$ cat src/hdl/rx_dma_pkg.sv
// Shared constants and types for the receive slave DMA block
package rx_dma_pkg;

  // ****************************************************************
  // Register offsets and reset values
  // ****************************************************************
  localparam logic [15:0] CHAN_SEL_OFS = 16'h0024;
  localparam logic [15:0] SOF_OFS      = 16'h0026;
  localparam logic [15:0] FRAMES_OFS   = 16'h0028;
  localparam logic [15:0] BYTES_OFS    = 16'h002A;
  localparam logic [1:0]  CHAN_RST     = 2'h0;
  localparam logic [1:0]  CHAN_MAX     = 2'h2;
  localparam logic [15:0] REG_RST      = 16'h0000;
  localparam int          NUM_CHAN     = 3;
  localparam int          FRAMES_W     = 12;

  // ****************************************************************
  // Host buffer sizes, in bytes
  // ****************************************************************
  localparam logic [17:0] SIZE_16K     = 18'h04000;
  localparam logic [17:0] SIZE_64K     = 18'h10000;

  // ****************************************************************
  // Request duty cycle timing
  // ****************************************************************
  localparam int CLK_MHZ     = 20;
  localparam int REQ_ON_US   = 28000;
  localparam int REQ_OFF_US  = 1300;
  localparam int REQ_ON_CYC  = REQ_ON_US * CLK_MHZ;
  localparam int REQ_OFF_CYC = REQ_OFF_US * CLK_MHZ;
  localparam int TIMER_W     = 20;
  localparam int FIFO_DEPTH  = 4;

  // ****************************************************************
  // Types
  // ****************************************************************
  typedef enum logic [2:0] {
    ST_IDLE = 3'b001,
    ST_XFER = 3'b010,
    ST_DONE = 3'b100
  } dma_state_t;

  typedef struct packed {
    logic [15:0] status;
    logic [15:0] length;
  } frame_hdr_t;

endpackage

$ cat src/hdl/receive_slave_dma.sv
// Receive-only slave DMA engine with its staging FIFO
//
// Notes on behaviour
// - Slave DMA carries received frames only, never transmit traffic.
// - Channel select register picks request/grant pair 0, 1 or 2.
// - Start offset register holds offset of most recently moved frame.
// - Frame count low 12 bits count frames moved since last read; top reserved.
// - Byte count counts bytes moved since the previous read.
// - All-frames-by-DMA enable sends every received frame through DMA.
// - All-frames enable wins over auto-switch enable when both are set.
// - Host ring buffer is 16 Kbytes, or 64 Kbytes with size select set.
// - Buffer size only affects the start offset logic.
// - Request rises only once the whole frame is received and accepted; the code raises it as soon as a frame is pending in DMA mode.
// - Status word goes first, then length word, then frame data.
// - Without duty cycle, request stays high until the last word cycle starts, except while the FIFO has no data word ready.
// - With duty cycle, request high about 28 ms, low about 1.3 ms.
// - On completion update offset and counts, set flag, free on-chip space.
// - Completion raises an interrupt when its enable is set.
// - Each frame lost for lack of space bumps the lost frame counter.
// - Receive event reads as zero while DMA mode is active.
// - Frame count read commits covered space; next read frees it.
// - Frames written as words, each starting on a 32-bit boundary.
// - Delivered flag follows nonzero frame count, so a frame count read clears it.
`timescale 1ns/1ns
`default_nettype none

// ******************************************************************
// Staging FIFO between on-chip RAM reader and host transfer
// ******************************************************************
module rx_word_fifo #(
  parameter int WIDTH = 16,
  parameter int DEPTH = 4
) (
  // Clock and reset
  input  wire logic             i_clk,
  input  wire logic             i_rst,
  // Fill side
  input  wire logic             i_in_valid,
  input  wire logic [WIDTH-1:0] i_in_data,
  output logic                  o_in_ready,
  // Drain side
  output logic                  o_out_valid,
  output logic [WIDTH-1:0]      o_out_data,
  input  wire logic             i_out_ready
);
  localparam int AW = (DEPTH > 1) ? $clog2(DEPTH) : 1;
  localparam int CW = $clog2(DEPTH + 1);

  logic [WIDTH-1:0] mem [DEPTH];
  logic [AW-1:0]    wr_ptr;
  logic [AW-1:0]    rd_ptr;
  logic [CW-1:0]    count;
  logic [CW-1:0]    next_count;
  logic             push;
  logic             pop;

  assign push        = i_in_valid && o_in_ready;
  assign pop         = o_out_valid && i_out_ready;
  assign o_out_valid = (count != '0);
  assign o_out_data  = mem[rd_ptr];

  // Occupancy; ready is registered so it never depends on the source
  always_comb
  begin
    next_count = count;
    if (push && !pop)
      next_count = count + 1'b1;
    else if (pop && !push)
      next_count = count - 1'b1;
  end

  always_ff @(posedge i_clk or posedge i_rst)
  begin
    if (i_rst)
    begin
      count      <= '0;
      o_in_ready <= 1'b1;
    end
    else
    begin
      count      <= next_count;
      o_in_ready <= (next_count != CW'(DEPTH));
    end
  end

  // Pointers wrap at the depth, so any depth works
  always_ff @(posedge i_clk or posedge i_rst)
  begin
    if (i_rst)
    begin
      wr_ptr <= '0;
      rd_ptr <= '0;
    end
    else
    begin
      if (push)
        wr_ptr <= (wr_ptr == AW'(DEPTH - 1)) ? '0 : wr_ptr + 1'b1;
      if (pop)
        rd_ptr <= (rd_ptr == AW'(DEPTH - 1)) ? '0 : rd_ptr + 1'b1;
    end
  end

  // Storage carries no reset
  always_ff @(posedge i_clk)
  begin
    if (push)
      mem[wr_ptr] <= i_in_data;
  end
endmodule

// ******************************************************************
// Receive slave DMA engine
// ******************************************************************
module receive_slave_dma #(
  parameter int REQ_ON_CYCLES  = rx_dma_pkg::REQ_ON_CYC,
  parameter int REQ_OFF_CYCLES = rx_dma_pkg::REQ_OFF_CYC,
  parameter int LOST_W         = 10
) (
  // Clock and reset
  input  wire logic                        i_clk,
  input  wire logic                        i_rst,
  // Register port
  input  wire logic                        i_reg_wr,
  input  wire logic                        i_reg_rd,
  input  wire logic [15:0]                 i_reg_addr,
  input  wire logic [15:0]                 i_reg_wdata,
  output logic [15:0]                      o_reg_rdata,
  // Configuration bits
  input  wire logic                        i_all_frames_by_dma_enable,
  input  wire logic                        i_auto_switch_dma_enable,
  input  wire logic                        i_host_buffer_size_select,
  input  wire logic                        i_request_duty_cycle_enable,
  input  wire logic                        i_frames_delivered_irq_enable,
  // On-chip receive side
  input  wire logic                        i_frame_pending,
  input  wire rx_dma_pkg::frame_hdr_t      i_frame_hdr,
  input  wire logic                        i_rx_valid,
  input  wire logic [15:0]                 i_rx_data,
  output logic                             o_rx_ready,
  output logic                             o_frame_free,
  input  wire logic                        i_frame_missed,
  input  wire logic [15:0]                 i_receive_event_word,
  output logic [15:0]                      o_receive_event_word,
  // Host DMA pins
  output logic [rx_dma_pkg::NUM_CHAN-1:0]  o_transfer_request_pin,
  input  wire logic [rx_dma_pkg::NUM_CHAN-1:0] i_transfer_grant_pin_n,
  output logic [15:0]                      o_data_out,
  output logic                             o_data_oe,
  // Status
  output logic                             o_frames_delivered_flag,
  output logic                             o_frames_delivered_irq,
  output logic [LOST_W-1:0]                o_lost_frame_counter
);
  localparam int NC = rx_dma_pkg::NUM_CHAN;

  rx_dma_pkg::dma_state_t state;
  rx_dma_pkg::frame_hdr_t hdr;
  logic [1:0]             chan;
  logic [15:0]            sof;
  logic [15:0]            wr_ofs;
  logic [rx_dma_pkg::FRAMES_W-1:0] frames;
  logic [15:0]            bytes;
  logic [17:0]            pending;
  logic [17:0]            committed;
  logic [17:0]            buf_size;
  logic [17:0]            frame_bytes;
  logic [16:0]            data_words;
  logic [17:0]            total_words;
  logic [17:0]            idx;
  logic [NC-1:0]          ack_s1;
  logic [NC-1:0]          ack_s2;
  logic [NC-1:0]          ack_s3;
  logic                   ack_low;
  logic                   ack_high;
  logic                   in_cycle;
  logic                   is_data;
  logic                   fifo_valid;
  logic [15:0]            fifo_data;
  logic                   pop;
  logic                   dma_mode;
  logic                   last_word;
  logic                   done;
  logic                   rd_frames;
  logic                   rd_bytes;
  logic [rx_dma_pkg::TIMER_W-1:0] timer;
  logic                   gap;

  // Auto switch alone leaves frames on chip; all-frames wins when both set
  assign dma_mode    = i_all_frames_by_dma_enable;
  assign buf_size    = i_host_buffer_size_select ? rx_dma_pkg::SIZE_64K
                                                 : rx_dma_pkg::SIZE_16K;
  // Header plus data words plus a pad word when the data word count is odd, to keep 32-bit alignment
  assign data_words  = ({1'b0, hdr.length} + 17'h00001) >> 1;
  assign total_words = {1'b0, data_words} + 18'h00002 + {17'h00000, data_words[0]};
  assign frame_bytes = total_words << 1;
  assign is_data     = (idx >= 18'h00002) && (idx < {1'b0, data_words} + 18'h00002);
  assign ack_low     = !ack_s2[chan] && !ack_s3[chan];
  assign ack_high    = ack_s2[chan] && ack_s3[chan];
  assign pop         = (state == rx_dma_pkg::ST_XFER) && ack_low && !in_cycle && is_data;
  assign last_word   = (idx == total_words - 18'h00001);
  assign done        = (state == rx_dma_pkg::ST_DONE);
  assign rd_frames   = i_reg_rd && (i_reg_addr == rx_dma_pkg::FRAMES_OFS);
  assign rd_bytes    = i_reg_rd && (i_reg_addr == rx_dma_pkg::BYTES_OFS);

  rx_word_fifo #(
    .WIDTH (16),
    .DEPTH (rx_dma_pkg::FIFO_DEPTH)
  ) u_fifo (
    .i_clk       (i_clk),
    .i_rst       (i_rst),
    .i_in_valid  (i_rx_valid),
    .i_in_data   (i_rx_data),
    .o_in_ready  (o_rx_ready),
    .o_out_valid (fifo_valid),
    .o_out_data  (fifo_data),
    .i_out_ready (pop)
  );

  // ****************************************************************
  // Grant pin synchronisers
  // ****************************************************************
  // Three stages; a level counts once the last two agree
  always_ff @(posedge i_clk or posedge i_rst)
  begin
    if (i_rst)
    begin
      ack_s1 <= '1;
      ack_s2 <= '1;
      ack_s3 <= '1;
    end
    else
    begin
      ack_s1 <= i_transfer_grant_pin_n;
      ack_s2 <= ack_s1;
      ack_s3 <= ack_s2;
    end
  end

  // ****************************************************************
  // Transfer sequencer
  // ****************************************************************
  // Start once a frame is pending in DMA mode; committed space is not checked
  always_ff @(posedge i_clk or posedge i_rst)
  begin
    if (i_rst)
    begin
      state    <= rx_dma_pkg::ST_IDLE;
      hdr      <= '0;
      idx      <= '0;
      in_cycle <= 1'b0;
      o_data_out <= 16'h0000;
      o_data_oe  <= 1'b0;
    end
    else
    begin
      case (state)
        rx_dma_pkg::ST_IDLE:
        begin
          if (dma_mode && i_frame_pending)
          begin
            hdr   <= i_frame_hdr;
            idx   <= '0;
            state <= rx_dma_pkg::ST_XFER;
          end
        end
        rx_dma_pkg::ST_XFER:
        begin
          if (!in_cycle && ack_low)
          begin
            in_cycle  <= 1'b1;
            o_data_oe <= 1'b1;
            if (idx == 18'h00000)
              o_data_out <= hdr.status;
            else if (idx == 18'h00001)
              o_data_out <= hdr.length;
            else if (is_data)
              o_data_out <= fifo_data;
            else
              o_data_out <= 16'h0000;
          end
          else if (in_cycle && ack_high)
          begin
            in_cycle  <= 1'b0;
            o_data_oe <= 1'b0;
            idx       <= idx + 18'h00001;
            if (last_word)
              state <= rx_dma_pkg::ST_DONE;
          end
        end
        rx_dma_pkg::ST_DONE:
          state <= rx_dma_pkg::ST_IDLE;
        default:
          state <= rx_dma_pkg::ST_IDLE;
      endcase
    end
  end

  // ****************************************************************
  // Request pin with optional duty cycle
  // ****************************************************************
  // Timer only runs during a transfer; each frame starts in the high phase
  always_ff @(posedge i_clk or posedge i_rst)
  begin
    if (i_rst)
    begin
      timer <= '0;
      gap   <= 1'b0;
    end
    else if (state != rx_dma_pkg::ST_XFER || !i_request_duty_cycle_enable)
    begin
      timer <= '0;
      gap   <= 1'b0;
    end
    else if (!gap && timer == rx_dma_pkg::TIMER_W'(REQ_ON_CYCLES - 1))
    begin
      timer <= '0;
      gap   <= 1'b1;
    end
    else if (gap && timer == rx_dma_pkg::TIMER_W'(REQ_OFF_CYCLES - 1))
    begin
      timer <= '0;
      gap   <= 1'b0;
    end
    else
      timer <= timer + 1'b1;
  end

  // Data words wait for the FIFO so the host never reads a stale word
  always_ff @(posedge i_clk or posedge i_rst)
  begin
    if (i_rst)
      o_transfer_request_pin <= '0;
    else
    begin
      o_transfer_request_pin <= '0;
      if (state == rx_dma_pkg::ST_XFER && !last_word_done() && !gap
          && (!is_data || fifo_valid || in_cycle))
        o_transfer_request_pin[chan] <= 1'b1;
    end
  end

  // Request drops once the final word cycle has started
  function automatic logic last_word_done();
    last_word_done = last_word && in_cycle;
  endfunction

  // ****************************************************************
  // Offsets, counts and commitment
  // ****************************************************************
  // Set wins over the clear of a read in the same cycle
  always_ff @(posedge i_clk or posedge i_rst)
  begin
    if (i_rst)
    begin
      sof       <= rx_dma_pkg::REG_RST;
      wr_ofs    <= rx_dma_pkg::REG_RST;
      frames    <= '0;
      bytes     <= rx_dma_pkg::REG_RST;
      pending   <= '0;
      committed <= '0;
    end
    else
    begin
      if (done)
      begin
        sof    <= wr_ofs;
        wr_ofs <= 16'((({2'b00, wr_ofs} + frame_bytes) & (buf_size - 18'h00001)));
      end
      if (rd_frames)
        frames <= done ? 12'h001 : 12'h000;
      else if (done)
        frames <= frames + 12'h001;
      if (rd_bytes)
        bytes <= done ? frame_bytes[15:0] : 16'h0000;
      else if (done)
        bytes <= bytes + frame_bytes[15:0];
      // A read commits the moved span and frees what the last read committed
      if (rd_frames)
      begin
        committed <= pending;
        pending   <= done ? frame_bytes : 18'h00000;
      end
      else if (done)
        pending <= pending + frame_bytes;
    end
  end

  // ****************************************************************
  // Channel select and register reads
  // ****************************************************************
  // Values above two are ignored so the pin pair stays legal
  always_ff @(posedge i_clk or posedge i_rst)
  begin
    if (i_rst)
      chan <= rx_dma_pkg::CHAN_RST;
    else if (i_reg_wr && i_reg_addr == rx_dma_pkg::CHAN_SEL_OFS
             && i_reg_wdata <= {14'h0, rx_dma_pkg::CHAN_MAX})
      chan <= i_reg_wdata[1:0];
  end

  // Read data appears the cycle after the strobe
  always_ff @(posedge i_clk or posedge i_rst)
  begin
    if (i_rst)
      o_reg_rdata <= 16'h0000;
    else if (i_reg_rd)
    begin
      if (i_reg_addr == rx_dma_pkg::CHAN_SEL_OFS)
        o_reg_rdata <= {14'h0000, chan};
      else if (i_reg_addr == rx_dma_pkg::SOF_OFS)
        o_reg_rdata <= sof;
      else if (i_reg_addr == rx_dma_pkg::FRAMES_OFS)
        o_reg_rdata <= {4'h0, frames};
      else if (i_reg_addr == rx_dma_pkg::BYTES_OFS)
        o_reg_rdata <= bytes;
      else
        o_reg_rdata <= 16'h0000;
    end
  end

  // ****************************************************************
  // Flags, events and lost frames
  // ****************************************************************
  // Flag mirrors the next frame count; a frame count read clears it unless a frame completes
  always_ff @(posedge i_clk or posedge i_rst)
  begin
    if (i_rst)
    begin
      o_frames_delivered_flag <= 1'b0;
      o_frames_delivered_irq  <= 1'b0;
      o_frame_free            <= 1'b0;
      o_receive_event_word    <= 16'h0000;
      o_lost_frame_counter    <= '0;
    end
    else
    begin
      o_frames_delivered_flag <= done || (!rd_frames && frames != '0);
      o_frames_delivered_irq  <= done && i_frames_delivered_irq_enable;
      o_frame_free            <= done;
      o_receive_event_word    <= dma_mode ? 16'h0000 : i_receive_event_word;
      if (i_frame_missed)
        o_lost_frame_counter <= o_lost_frame_counter + 1'b1;
    end
  end

endmodule
`default_nettype wire

$ cat config.mk
export PLATFORM = sky130hd
export DESIGN_NAME = receive_slave_dma
export DESIGN_NICKNAME = d
export VERILOG_FILES = /design/src/hdl/rx_dma_pkg.sv /design/src/hdl/receive_slave_dma.sv
export SDC_FILE = /design/constraint.sdc
export NUM_CORES = 1
export LEC_CHECK = 0
export BUFFER_PORTS_ARGS = -buffer_cell sky130_fd_sc_hd__buf_2
export CAP_MARGIN = 30
export CELL_PAD_IN_SITES_DETAIL_PLACEMENT = 1
export CELL_PAD_IN_SITES_GLOBAL_PLACEMENT = 1
export CORE_ASPECT_RATIO = 0.7
export CORE_MARGIN = 5
export CORE_UTILIZATION = 46
export DETAILED_ROUTE_END_ITERATION = 16
export PLACE_DENSITY = 0.85
export SLEW_MARGIN = 10
export SYNTH_ARGS = -nofsm -noshare
export SYNTH_HDL_FRONTEND = slang
export SYNTH_SLANG_ARGS = --single-unit
export TNS_END_PERCENT = 20
$ cat constraint.sdc
create_clock -name i_clk -period 8 [get_ports i_clk]
set_input_delay 1.2 -clock i_clk [delete_from_list [all_inputs] [get_ports i_clk]]
set_output_delay 1.2 -clock i_clk [all_outputs]
set_load 0.03 [all_outputs]
; ---- Word level (Yosys, flattened, before mapping)
; Memories as Yosys holds them, arrays and structs flattened.
; Index checks and enable logic that the tools add are counted.
[totals]
ff_bits = 218
latch_bits = 0
ram_bits = 64
mem_bits_ro = 0
input_bits = 111
output_inout_bits = 66
elab_cells = 166
memories = 1
[memory_table]
columns = name, depth, width, rd, rd_ports_with_merged_regs, wr, line
row1 = u_fifo.mem, 4, 16, 1, 0, 1, receive_slave_dma.sv:49  ; logic [WIDTH-1:0] mem [DEPTH];
[classes]
add_sub_neg = 15
multipliers = 0
div = 0
order_cmp = 5
eq_ne = 19
shifts = 0
mux = 45
n_bitwise = 1
reduce_logical = 53
[op_table]
columns = op, n
row1 = $mux W16, 11
row2 = $eq A16 B6 Y1 const B, 4
row3 = $mux W20, 3
row4 = $mux W18, 3
row5 = $pmux W18 S2, 1
row6 = $add A16 B16 Y16, 2
row7 = $logic_and A1 B1 Y1, 26
row8 = $mux W12, 2
row9 = $mux W3, 7
row10 = $add A20 B1 Y20 const B, 1
row11 = $eq A20 B15 Y1 const B, 1
row12 = $eq A20 B20 Y1 const B, 1
row13 = $add A17 B1 Y18, 1
row14 = $add A18 B1 Y18 const B, 1
row15 = $eq A18 B1 Y1 const B, 1
row16 = $eq A18 B18 Y1, 1
row17 = $ge A18 B2 Y1 const B, 1
row18 = $logic_not A18 Y1, 1
row19 = $lt A18 B17 Y1, 1
row20 = $sub A18 B1 Y18 const B, 1
row21 = $add A16 B1 Y17 const B, 1
row22 = $add A16 B2 Y17 const B, 1
row23 = $and A16 B16 Y16, 1
row24 = $le A16 B2 Y1 const B, 1
row25 = 29 further kinds, 64

; ---- Logic depth before layout (Yosys ltp)
; Gate-level depths: netlist of the first run.
[depth]
word_depth = 12
ltp_mapped = 23
mapped_depth_nobuf = 22

; ---- Modules after synthesis
; A second synthesis of the first run with hierarchy kept.
[hier_totals]
cells_unflattened = 1461
hier_area_um2 = 15164.5
[by_module_without_submodules]
columns = module, instances, cells_each, area_each_um2, seq_area_each_um2
row1 = receive_slave_dma, 1, 1322, 12258.0, 5117.4
row2 = rx_word_fifo, 1, 139, 2906.5, 2123.3

; ---- Worst setup path after synthesis of the first run
; No wires, ideal clock.
[synth_timing]
path_type = reg-to-reg
startpoint = register hdr[2] in the netlist's numbering
endpoint = register u_fifo.count[2]
setup_time_ns = 0.125
arrival_time_ns = 4.595
required_ns = 7.875
setup_slack_ns = 3.280
stages_incl_launch_ff = 20
path_buffers = 2
period_less_slack_ns = 4.720
path_cell_list = dfrtp_1 -> clkbuf_1 -> nand3_1 -> xnor2_1 -> ha_1 -> inv_1 -> a211o_1 -> a211o_4 -> or4_1 -> o21ai_0 -> inv_1 -> ha_1 -> a21o_1 -> a211o_1 -> a211oi_1 -> o211ai_1 -> clkbuf_1 -> nor3_1 -> a2bb2oi_1 -> xnor2_1
[synth_between]
elab_chain_cells = 9
word_cells_on_any_way = 11
cone_classes = add/sub: 2 / order compare: 1 / mux: 2 / reduce/logical: 6
[synth_rtl]
columns = element, line
row1 = start: declaration, receive_slave_dma.sv:157  ; rx_dma_pkg::frame_hdr_t hdr;
row2 = start signal: assignment, receive_slave_dma.sv:261  ; hdr <= i_frame_hdr;
row3 = $add A16 B1 Y17 *, receive_slave_dma.sv:193  ; assign data_words = ({1'b0, hdr.length} + 17'h00001) >> 1;
row4 = $add A16 B2 Y17 *, receive_slave_dma.sv:196  ; assign is_data = (idx >= 18'h00002) && (idx < {1'b0, data_words} + 18'h00002);
row5 = $lt A18 B17 Y1 *, receive_slave_dma.sv:196
row6 = $logic_and A1 B1 Y1 *, receive_slave_dma.sv:196
row7 = $logic_and A1 B1 Y1 *, receive_slave_dma.sv:199  ; assign pop = (state == rx_dma_pkg::ST_XFER) && ack_low && !in_cycle && is_data;
row8 = $logic_and A1 B1 Y1 *, receive_slave_dma.sv:58  ; assign pop = o_out_valid && i_out_ready;
row9 = $logic_and A1 B1 Y1 or $logic_not A1 Y1 (tied branches), "receive_slave_dma.sv:68, receive_slave_dma.sv:66"
row10 = $mux W3 or $logic_and A1 B1 Y1 (tied branches), "receive_slave_dma.sv:68, receive_slave_dma.sv:66"
row11 = $mux W3 *, receive_slave_dma.sv:66  ; if (push && !pop)
row12 = via u_fifo.next_count[2], receive_slave_dma.sv:53  ; logic [CW-1:0] next_count;
row13 = end signal: assignment, receive_slave_dma.sv:81  ; count <= next_count;
row14 = end: declaration, receive_slave_dma.sv:52  ; logic [CW-1:0] count;
; The timed path passes the listed nets; every way through them passes the cells marked *.
; A chain may end at the register's enable or synchronous reset.

; ---- Worst setup path in the final report of the first run
[layout_timing]
startpoint = register hdr[0] in the netlist's numbering
endpoint = register o_transfer_request_pin[1] in the netlist's numbering
[layout_between]
elab_chain_cells = 11
word_cells_on_any_way = 16
cone_classes = add/sub: 4 / order compare: 1 / eq/ne: 1 / mux: 1 / reduce/logical: 9
[layout_rtl]
columns = element, line
row1 = $add A16 B1 Y17 *, receive_slave_dma.sv:193
row2 = $add A16 B2 Y17, "receive_slave_dma.sv:194, receive_slave_dma.sv:196"
row3 = $add A17 B1 Y18, receive_slave_dma.sv:194  ; assign total_words = {1'b0, data_words} + 18'h00002 + {17'h00000, data_words[0]};
row4 = $sub A18 B1 Y18, receive_slave_dma.sv:200  ; assign last_word = (idx == total_words - 18'h00001);
row5 = $eq A18 B18 Y1, receive_slave_dma.sv:200
row6 = $logic_and A1 B1 Y1, receive_slave_dma.sv:344  ; last_word_done = last_word && in_cycle;
row7 = $logic_not A1 Y1, receive_slave_dma.sv:336  ; if (state == rx_dma_pkg::ST_XFER && !last_word_done() && !gap
row8 = $logic_and A1 B1 Y1 (2 in series), receive_slave_dma.sv:336
row9 = $logic_and A1 B1 Y1 *, receive_slave_dma.sv:337  ; && (!is_data || fifo_valid || in_cycle))
row10 = $mux W3 *, receive_slave_dma.sv:336
row11 = end signal: assignment, receive_slave_dma.sv:332  ; o_transfer_request_pin <= '0;
row12 = end signal: assignment, receive_slave_dma.sv:335  ; o_transfer_request_pin <= '0;
row13 = end signal: indexed assignment, receive_slave_dma.sv:338  ; o_transfer_request_pin[chan] <= 1'b1;
row14 = end: declaration, receive_slave_dma.sv:145  ; output logic [rx_dma_pkg::NUM_CHAN-1:0] o_transfer_request_pin,
; Every way passes the cells marked *; elsewhere a longest branch is shown, timed or not.

==> results.yml, run 1 <==
synth:
  syn_inst: 1467
  yosysTopAreaCell: "dfrtp_1"
  synth_top_area_frac: 0.329
  avgSynthCellArea_sq_um: 10.4
  ys_ff_latch: 276
  ys_warn_count: 0
  synth_edf_count: 64
  yosysSeqAreaShare: 0.474
  ys_top_cells_by_area: "dfrtp_1 33%, edfxtp_1 13%, ha_1 5.2%, nand2_1 4.2%, xnor2_1 3.9%"
  synthFlopType: "dfrtp_1"
  synthTopCellsByCount: "201 x dfrtp_1, 170 x nand2_1, 99 x nor2_1, 68 x xnor2_1"
  synthesis.area_sq_mm: 0.0153
  synthArstFlopShare: 0.768
  synth.most_common_cell: "dfrtp_1"
  yosysUniqueCellTypes: 97
  synth_nets: 1643
floorplan:
  dieArea_sq_mm: 0.0370
  rows: 55
  ios: 177
  chipWidth_microns: 228
  initial_core_util: 0.469
  die_h_microns: 162
  core_sq_mm: 0.0326
sta:
  fin_hold_ws_ns: 0.356
  finalSetupViolCount: 0
  rsz0062_at_grt: "false"
  tns_ns: 0
  slew_viol_final: 0
  max-slew-margin-rel: 0.379
  min_period_ns: 5.87
  finalCritPeriodShare: 0.734
  finalHoldViolCount: 0
  fin_skew_ns: 0.0186
  fmax_mhz: 170
  worst_pin_slew_ns: 0.920
clocking:
  cts_made_buffers: 29
  clockBufferDepth: 3
  h-tree-depth: 1
  clk_latency_ns: 0.58
  clkTransAtPathRegs_ns: 0.06
  post_cts_buffers: 0
  cts-root-buf: "clkbuf_16"
  cts_tree: "built"
  cts_hold_buf: 0
  cts.repair.resized: 0
  cts_num_sinks: 276
critical_path:
  worst_setup_path_end_kind: "register"
  worstSetupPathType: "register to register"
  reg2reg_setup_slack_ns: 2.13
  startpoint: "hdr[0]$_DFFE_PP0P_"
  regToRegStartpoint: "hdr[0]$_DFFE_PP0P_"
  crit_required_ns: 8.41
  r2r_end: "o_transfer_request_pin[1]$_DFF_PP0_"
  crit_end: "o_transfer_request_pin[1]$_DFF_PP0_"
  critical_path.startpoint_type: "register"
  rr_worst_depth: 17
  cp_max_fo: 22
  crit_arrival_ns: 6.28
placed_design:
  dp.final_hpwl_microns: 31900
  place_congestion: 0.860
  io_buffer_count: 175
detailed_routing:
  final_antenna_net_count: 0
  first_pass_iters: 5
  vias: 12100
  drt-wirelength-per-cell_microns: 21.1
  wirelength_microns: 43600
  via_per_inst: 5.83
  drt_iter0_markers: 770
  drcViolationCount: 0
outcome:
  status: "finished clean"
global_routing:
  grt-ovfl-total: 0
  grtUsageTotal: 0.234
  grt_pass1_wl_microns: 71500
  grt_pass1_vias: 13200
  antenna_found_initial: 4
  grt_max_degree: 89
power_and_ir_drop:
  ir_drop_v: 0.000188
  p_clk_frac: 0.288
  power.internal_mw: 3.02
  switchingPower_mw: 1.74
  powerDensity_mw_per_mm2: 272
  seq_power_share: 0.380
  p_leak_nw: 7.51
  swShare: 0.365
  combPwrFrac: 0.332
run:
  drv_cap: 0
final_layout:
  final_nets: 1794
  drive_above_1_share: 0.207
  syn_to_final_growth_pct: 14.7
  fillers: 3576
min_path:
  hold_path_class: "register to register"
[registers in the layout, summed over array words and instances, names as in the netlist, 2 cells and up]
| name | count |
|---|---|
| o_transfer_request_pin | 3 |
| u_fifo.wr_ptr | 2 |
| u_fifo.count | 3 |
| frames | 12 |
| o_reg_rdata | 16 |
| ack_s2 | 3 |
| hdr | 32 |
| o_lost_frame_counter | 10 |
| chan | 2 |
| u_fifo.rd_ptr | 2 |
| wr_ofs | 14 |
| ack_s3 | 3 |
| o_receive_event_word | 16 |
| bytes | 14 |
| sof | 14 |
| o_data_out | 16 |
| ack_s1 | 3 |
| u_fifo.mem | 64 |
| state | 3 |
| timer | 20 |
| idx | 18 |
[cells in the final DEF (no fill, tap or decap), types with 15 or more instances in the layout]
cell / n
a21o_1: 15
a21oi_1: 65
buf_2: 175
clkbuf_16: 29
dfrtp_1: 201
edfxtp_1: 64
ha_1: 63
inv_1: 66
mux2_2: 36
mux4_2: 16
nand2_1: 170
nand3_1: 31
nand4_1: 34
nor2_1: 98
nor2b_1: 20
nor3_1: 20
nor4_1: 22
o211ai_1: 37
o21ai_0: 67
o21bai_1: 16
xnor2_1: 68
xor2_1: 43
[worst max-delay path, cell delays in order (launching register included)]
cell and delay (ns):
dfrtp_1 0.54, ha_1 0.52, xor2_1 0.31, ha_1 0.35, inv_1 0.11, a211o_1 0.30, a211o_4 0.36, or4_1 0.49
o21ai_0 0.28, inv_1 0.08, ha_1 0.30, a21o_1 0.19, a211o_1 0.29, a211oi_1 0.21, o211ai_1 0.12, buf_4 0.24
o311ai_0 0.83, nor4b_1 0.14
[metal layers]
layer  routed length (microns)  vias to the layer above  global-route usage  share of wire
met5                        28                        -                   0        0.00064
met4                       837                        6              0.0454          0.019
met3                      2340                       73              0.0526          0.054
met2                     21300                      247               0.402           0.49
met1                     19100                     6150               0.308           0.44
li1                          -                     5592                   -              -
[how the worst min path moves through the flow]
stage | startpoint | depth (start not counted) | endpoint | slack [ns]
floorplan | ack_s1[0]$_DFF_PP1_ | 0 | ack_s2[0]$_DFF_PP1_ | 0.35
global placement | ack_s1[1]$_DFF_PP1_ | 0 | ack_s2[1]$_DFF_PP1_ | 0.35
detailed placement | ack_s1[1]$_DFF_PP1_ | 0 | ack_s2[1]$_DFF_PP1_ | 0.35
CTS | ack_s1[1]$_DFF_PP1_ | 0 | ack_s2[1]$_DFF_PP1_ | 0.36
global route | ack_s1[1]$_DFF_PP1_ | 0 | ack_s2[1]$_DFF_PP1_ | 0.36
finish | ack_s1[1]$_DFF_PP1_ | 0 | ack_s2[1]$_DFF_PP1_ | 0.36
[cells by family after synthesis]
kind of cell               share of synthesized area
AOI/OAI and AO/OA                              0.131
xor gates and xnor gates                      0.0750
adders and majority gates                     0.0542
buffers and inverters                         0.0361
DFF                                            0.474
muxes                                         0.0541
other                                       0.000245
and+or+nand+nor                                0.175
[power groups by stage]
stage	Sequential [mW]	Combinational [mW]	Clock, mW
2_1_floorplan	1.88	1.06	0
5_1_grt	1.83	1.75	1.46
6_report	1.81	1.58	1.37
3_3_place_gp	1.82	1.45	0
3_5_place_dp	1.83	1.57	0
4_1_cts	1.81	1.59	1.39
[metrics by stage]
step,utilization,instance area (sq um),std cells,setup WS (ns),total power [mW]
after global placement,0.507,16500,2011,2.39,3.27
after detailed placement,0.508,16500,2012,2.11,3.40
after floorplan,-,15300,1467,1.02,2.94
after CTS,0.537,17500,2066,2.09,4.79
after global routing,0.538,17500,2069,1.70,5.04
final,0.538,17500,2069,2.13,4.76
[layout make-up]
| cell class | count | area [sq um] | area share |
|---|---|---|---|
| multi-input cells | 1051 | 7500 | 0.428 |
| flip-flops and latches | 276 | 7240 | 0.413 |
| repair buffers | 189 | 1020 | 0.0582 |
| clock buffers | 44 | 832 | 0.0475 |
| well taps | 427 | 534 | 0.0305 |
| inverters | 71 | 274 | 0.0156 |
| clock inverters | 10 | 120 | 0.00685 |
| diodes | 1 | 2.50 | 0.000143 |
Power figures use the tool's default switching activity.
==> inputs of run 2 (changes only) <==
--- a/config.mk
+++ b/config.mk
@@ -11,9 +11,9 @@
 export CELL_PAD_IN_SITES_GLOBAL_PLACEMENT = 1
 export CORE_ASPECT_RATIO = 0.7
 export CORE_MARGIN = 5
-export CORE_UTILIZATION = 46
+export CORE_UTILIZATION = 42
 export DETAILED_ROUTE_END_ITERATION = 16
-export PLACE_DENSITY = 0.85
+export PLACE_DENSITY = 0.82
 export SLEW_MARGIN = 10
 export SYNTH_ARGS = -nofsm -noshare
 export SYNTH_HDL_FRONTEND = slang
==> constraint.sdc (replaced) <==
create_clock -name i_clk -period 5 [get_ports i_clk]
set_input_delay 0.75 -clock i_clk [delete_from_list [all_inputs] [get_ports i_clk]]
set_output_delay 0.75 -clock i_clk [all_outputs]
set_load 0.03 [all_outputs]
==> run 2 against run 1 <==
Clock skew is 0.014 ns higher. Core utilization is 4.1 points lower. Design area is 2.0% higher. Largest power group unchanged.
==> results.yml, run 2 (same netlist as run 1, synthesis figures left out) <==
power_and_ir_drop:
  seq_power_share: 0.372
  combPwrFrac: 0.352
  p_leak_nw: 7.66
  swShare: 0.366
  switchingPower_mw: 2.83
  powerDensity_mw_per_mm2: 432
  p_clk_frac: 0.276
  power.internal_mw: 4.90
  ir_drop_v: 0.000286
  power_mw: 7.73
global_routing:
  grt-ovfl-total: 0
  antenna_found_initial: 0
  grtUsageTotal: 0.215
  grt_pass1_wl_microns: 71400
  grt_max_degree: 115
  grt_pass1_vias: 13000
critical_path:
  regToRegStartpoint: "hdr[0]$_DFFE_PP0P_"
  cp_max_fo: 22
  critical_path.startpoint_type: "register"
  crit_arrival_ns: 5.35
  crit_chain: "buf_4, nand3_1, xnor2_2, ha_1, inv_1, a211o_1, a211o_4, or4_1, o21ai_2, inv_1, ha_1, a21o_1, a211o_1, a211oi_1, o211ai_1, buf_6, a2bb2oi_1, a311o_1, o211ai_1"
  slowest_stage: "or4_1"
  critPathTopFamily: "compound AO/OA/AOI/OAI gates"
  crit_required_ns: 5.51
  worstSetupPathType: "register to register"
  worst_setup_path_end_kind: "register"
  critPathBufInv: 4
  critPathMaxStageDelay_ns: 0.49
  startpoint: "hdr[0]$_DFFE_PP0P_"
final_layout:
  final_nets: 1821
  syn_to_final_growth_pct: 17.1
  layout_commonest_cell: "dfrtp_1"
  antennaDiodeCount: 0
  layout_common_cells: "200 x dfrtp_1, 175 x buf_2, 169 x nand2_1, 96 x nor2_1, 66 x inv_1"
  largest_register_ffs: 64
  stdcell_area_sq_mm: 0.0179
  fin_cells: 2146
  post-route-util: 0.498
  largest-register: "u_fifo.mem"
  drive_above_1_share: 0.232
  top_regs: "u_fifo.mem (64), hdr (32), timer (20)"
floorplan:
  initial_core_util: 0.425
  rows: 58
  die_h_microns: 170
  dieArea_sq_mm: 0.0404
  core_sq_mm: 0.0359
  chipWidth_microns: 238
  ios: 177
placed_design:
  dp.final_hpwl_microns: 31700
  dpl_cell_area_sq_mm: 0.0168
  place_congestion: 0.854
  place_inst: 2091
  io_buffer_count: 175
sta:
  fmax_mhz: 207
  fin_skew_ns: 0.0328
  fin_hold_ws_ns: 0.257
  worst_pin_slew_ns: 0.931
  slew_viol_final: 0
  finalHoldViolCount: 0
  finalCritPeriodShare: 0.967
  min_period_ns: 4.84
  max-slew-margin-rel: 0.378
  finalSetupViolCount: 0
detailed_routing:
  wirelength_microns: 44300
  via_per_inst: 5.70
  final_antenna_net_count: 0
  vias: 12200
  drt_iter0_markers: 941
  drt-wirelength-per-cell_microns: 20.7
  drcViolationCount: 0
  first_pass_iters: 7
clocking:
  cts_tree: "built"
  clk_latency_ns: 0.59
  clkTransAtPathRegs_ns: 0.07
  clockBufferDepth: 3
  cts_made_buffers: 28
  cts_num_sinks: 276
  h-tree-depth: 1
  cts-root-buf: "clkbuf_16"
  cts_hold_buf: 0
outcome:
  status: "finished clean"
min_path:
  hold_path_class: "primary input to asynchronous set/reset pin"
run:
  drv_cap: 0
run 2: changes by cell type in the layout (fill, tap and decap cells not counted), moves of 3 or more:
cell / delta
xnor2_1: -3
xnor2_2: +3
o21ai_0: -3
a21oi_1: -7
a21oi_2: +7
buf_4: +26
run 2: worst paths after layout:
kind | endpoint | slack (ns) | cells after the start
max | u_fifo.o_in_ready$_DFF_PP1_ | 0.16 | 19
min | o_lost_frame_counter[1]$_DFFE_PP0P_ | 0.26 | 2
max reg2reg | u_fifo.o_in_ready$_DFF_PP1_ | 0.16 | 19
min reg2reg | ack_s2[2]$_DFF_PP1_ | 0.36 | 0
max in group asynchronous | hdr[3]$_DFFE_PP0P_ | 3.50 | 3
min in group i_clk | ack_s1[0]$_DFF_PP1_ | 0.26 | 1
run 2: power groups by stage:
stage,combinational (mW),sequential (mW),clock (mW)
after floorplan,1.69,3.01,0
after global placement,2.46,2.88,0
after detailed placement,2.63,2.90,0
after CTS,2.67,2.87,2.17
after global routing,2.97,2.91,2.28
final,2.72,2.88,2.13
run 2: timing repair:
action                                 4_1_cts  5_1_grt
pin swaps                                    1        3
resized for setup                            5       23
setup endpoints to repair                   10       27
buffers inserted                             0        3
gates cloned                                 0        0
endpoints found under the hold margin        0        0
run 2: area by class of cell:
cell class / count / area, sq um
Clock buffer: 40 / 786
Clock inverter: 11 / 134
Fill cell: 3987 / 18000
Inverter: 71 / 270
Multi-Input combinational cell: 1051 / 7620
Sequential cell: 276 / 7240
Tap cell: 480 / 601
Timing Repair Buffer: 217 / 1230
run 2: per-layer routing:
metal / up-vias / share of wire / global-route usage
met2: 266 / 0.50 / 0.371
met3: 67 / 0.047 / 0.0331
met5: - / 0 / 0
met1: 6255 / 0.43 / 0.292
li1: 5640 / - / -
met4: 0 / 0.018 / 0.0449
run 2: per-stage QoR:
step | setup TNS (ns) | setup slack (ns)
4_1_cts | 0 | 0.00183
2_1_floorplan | 0 | 0.280
6_report | 0 | 0.163
3_5_place_dp | -0.596 | -0.181
3_3_place_gp | 0 | 0.134
5_1_grt | -0.00576 | -0.00445
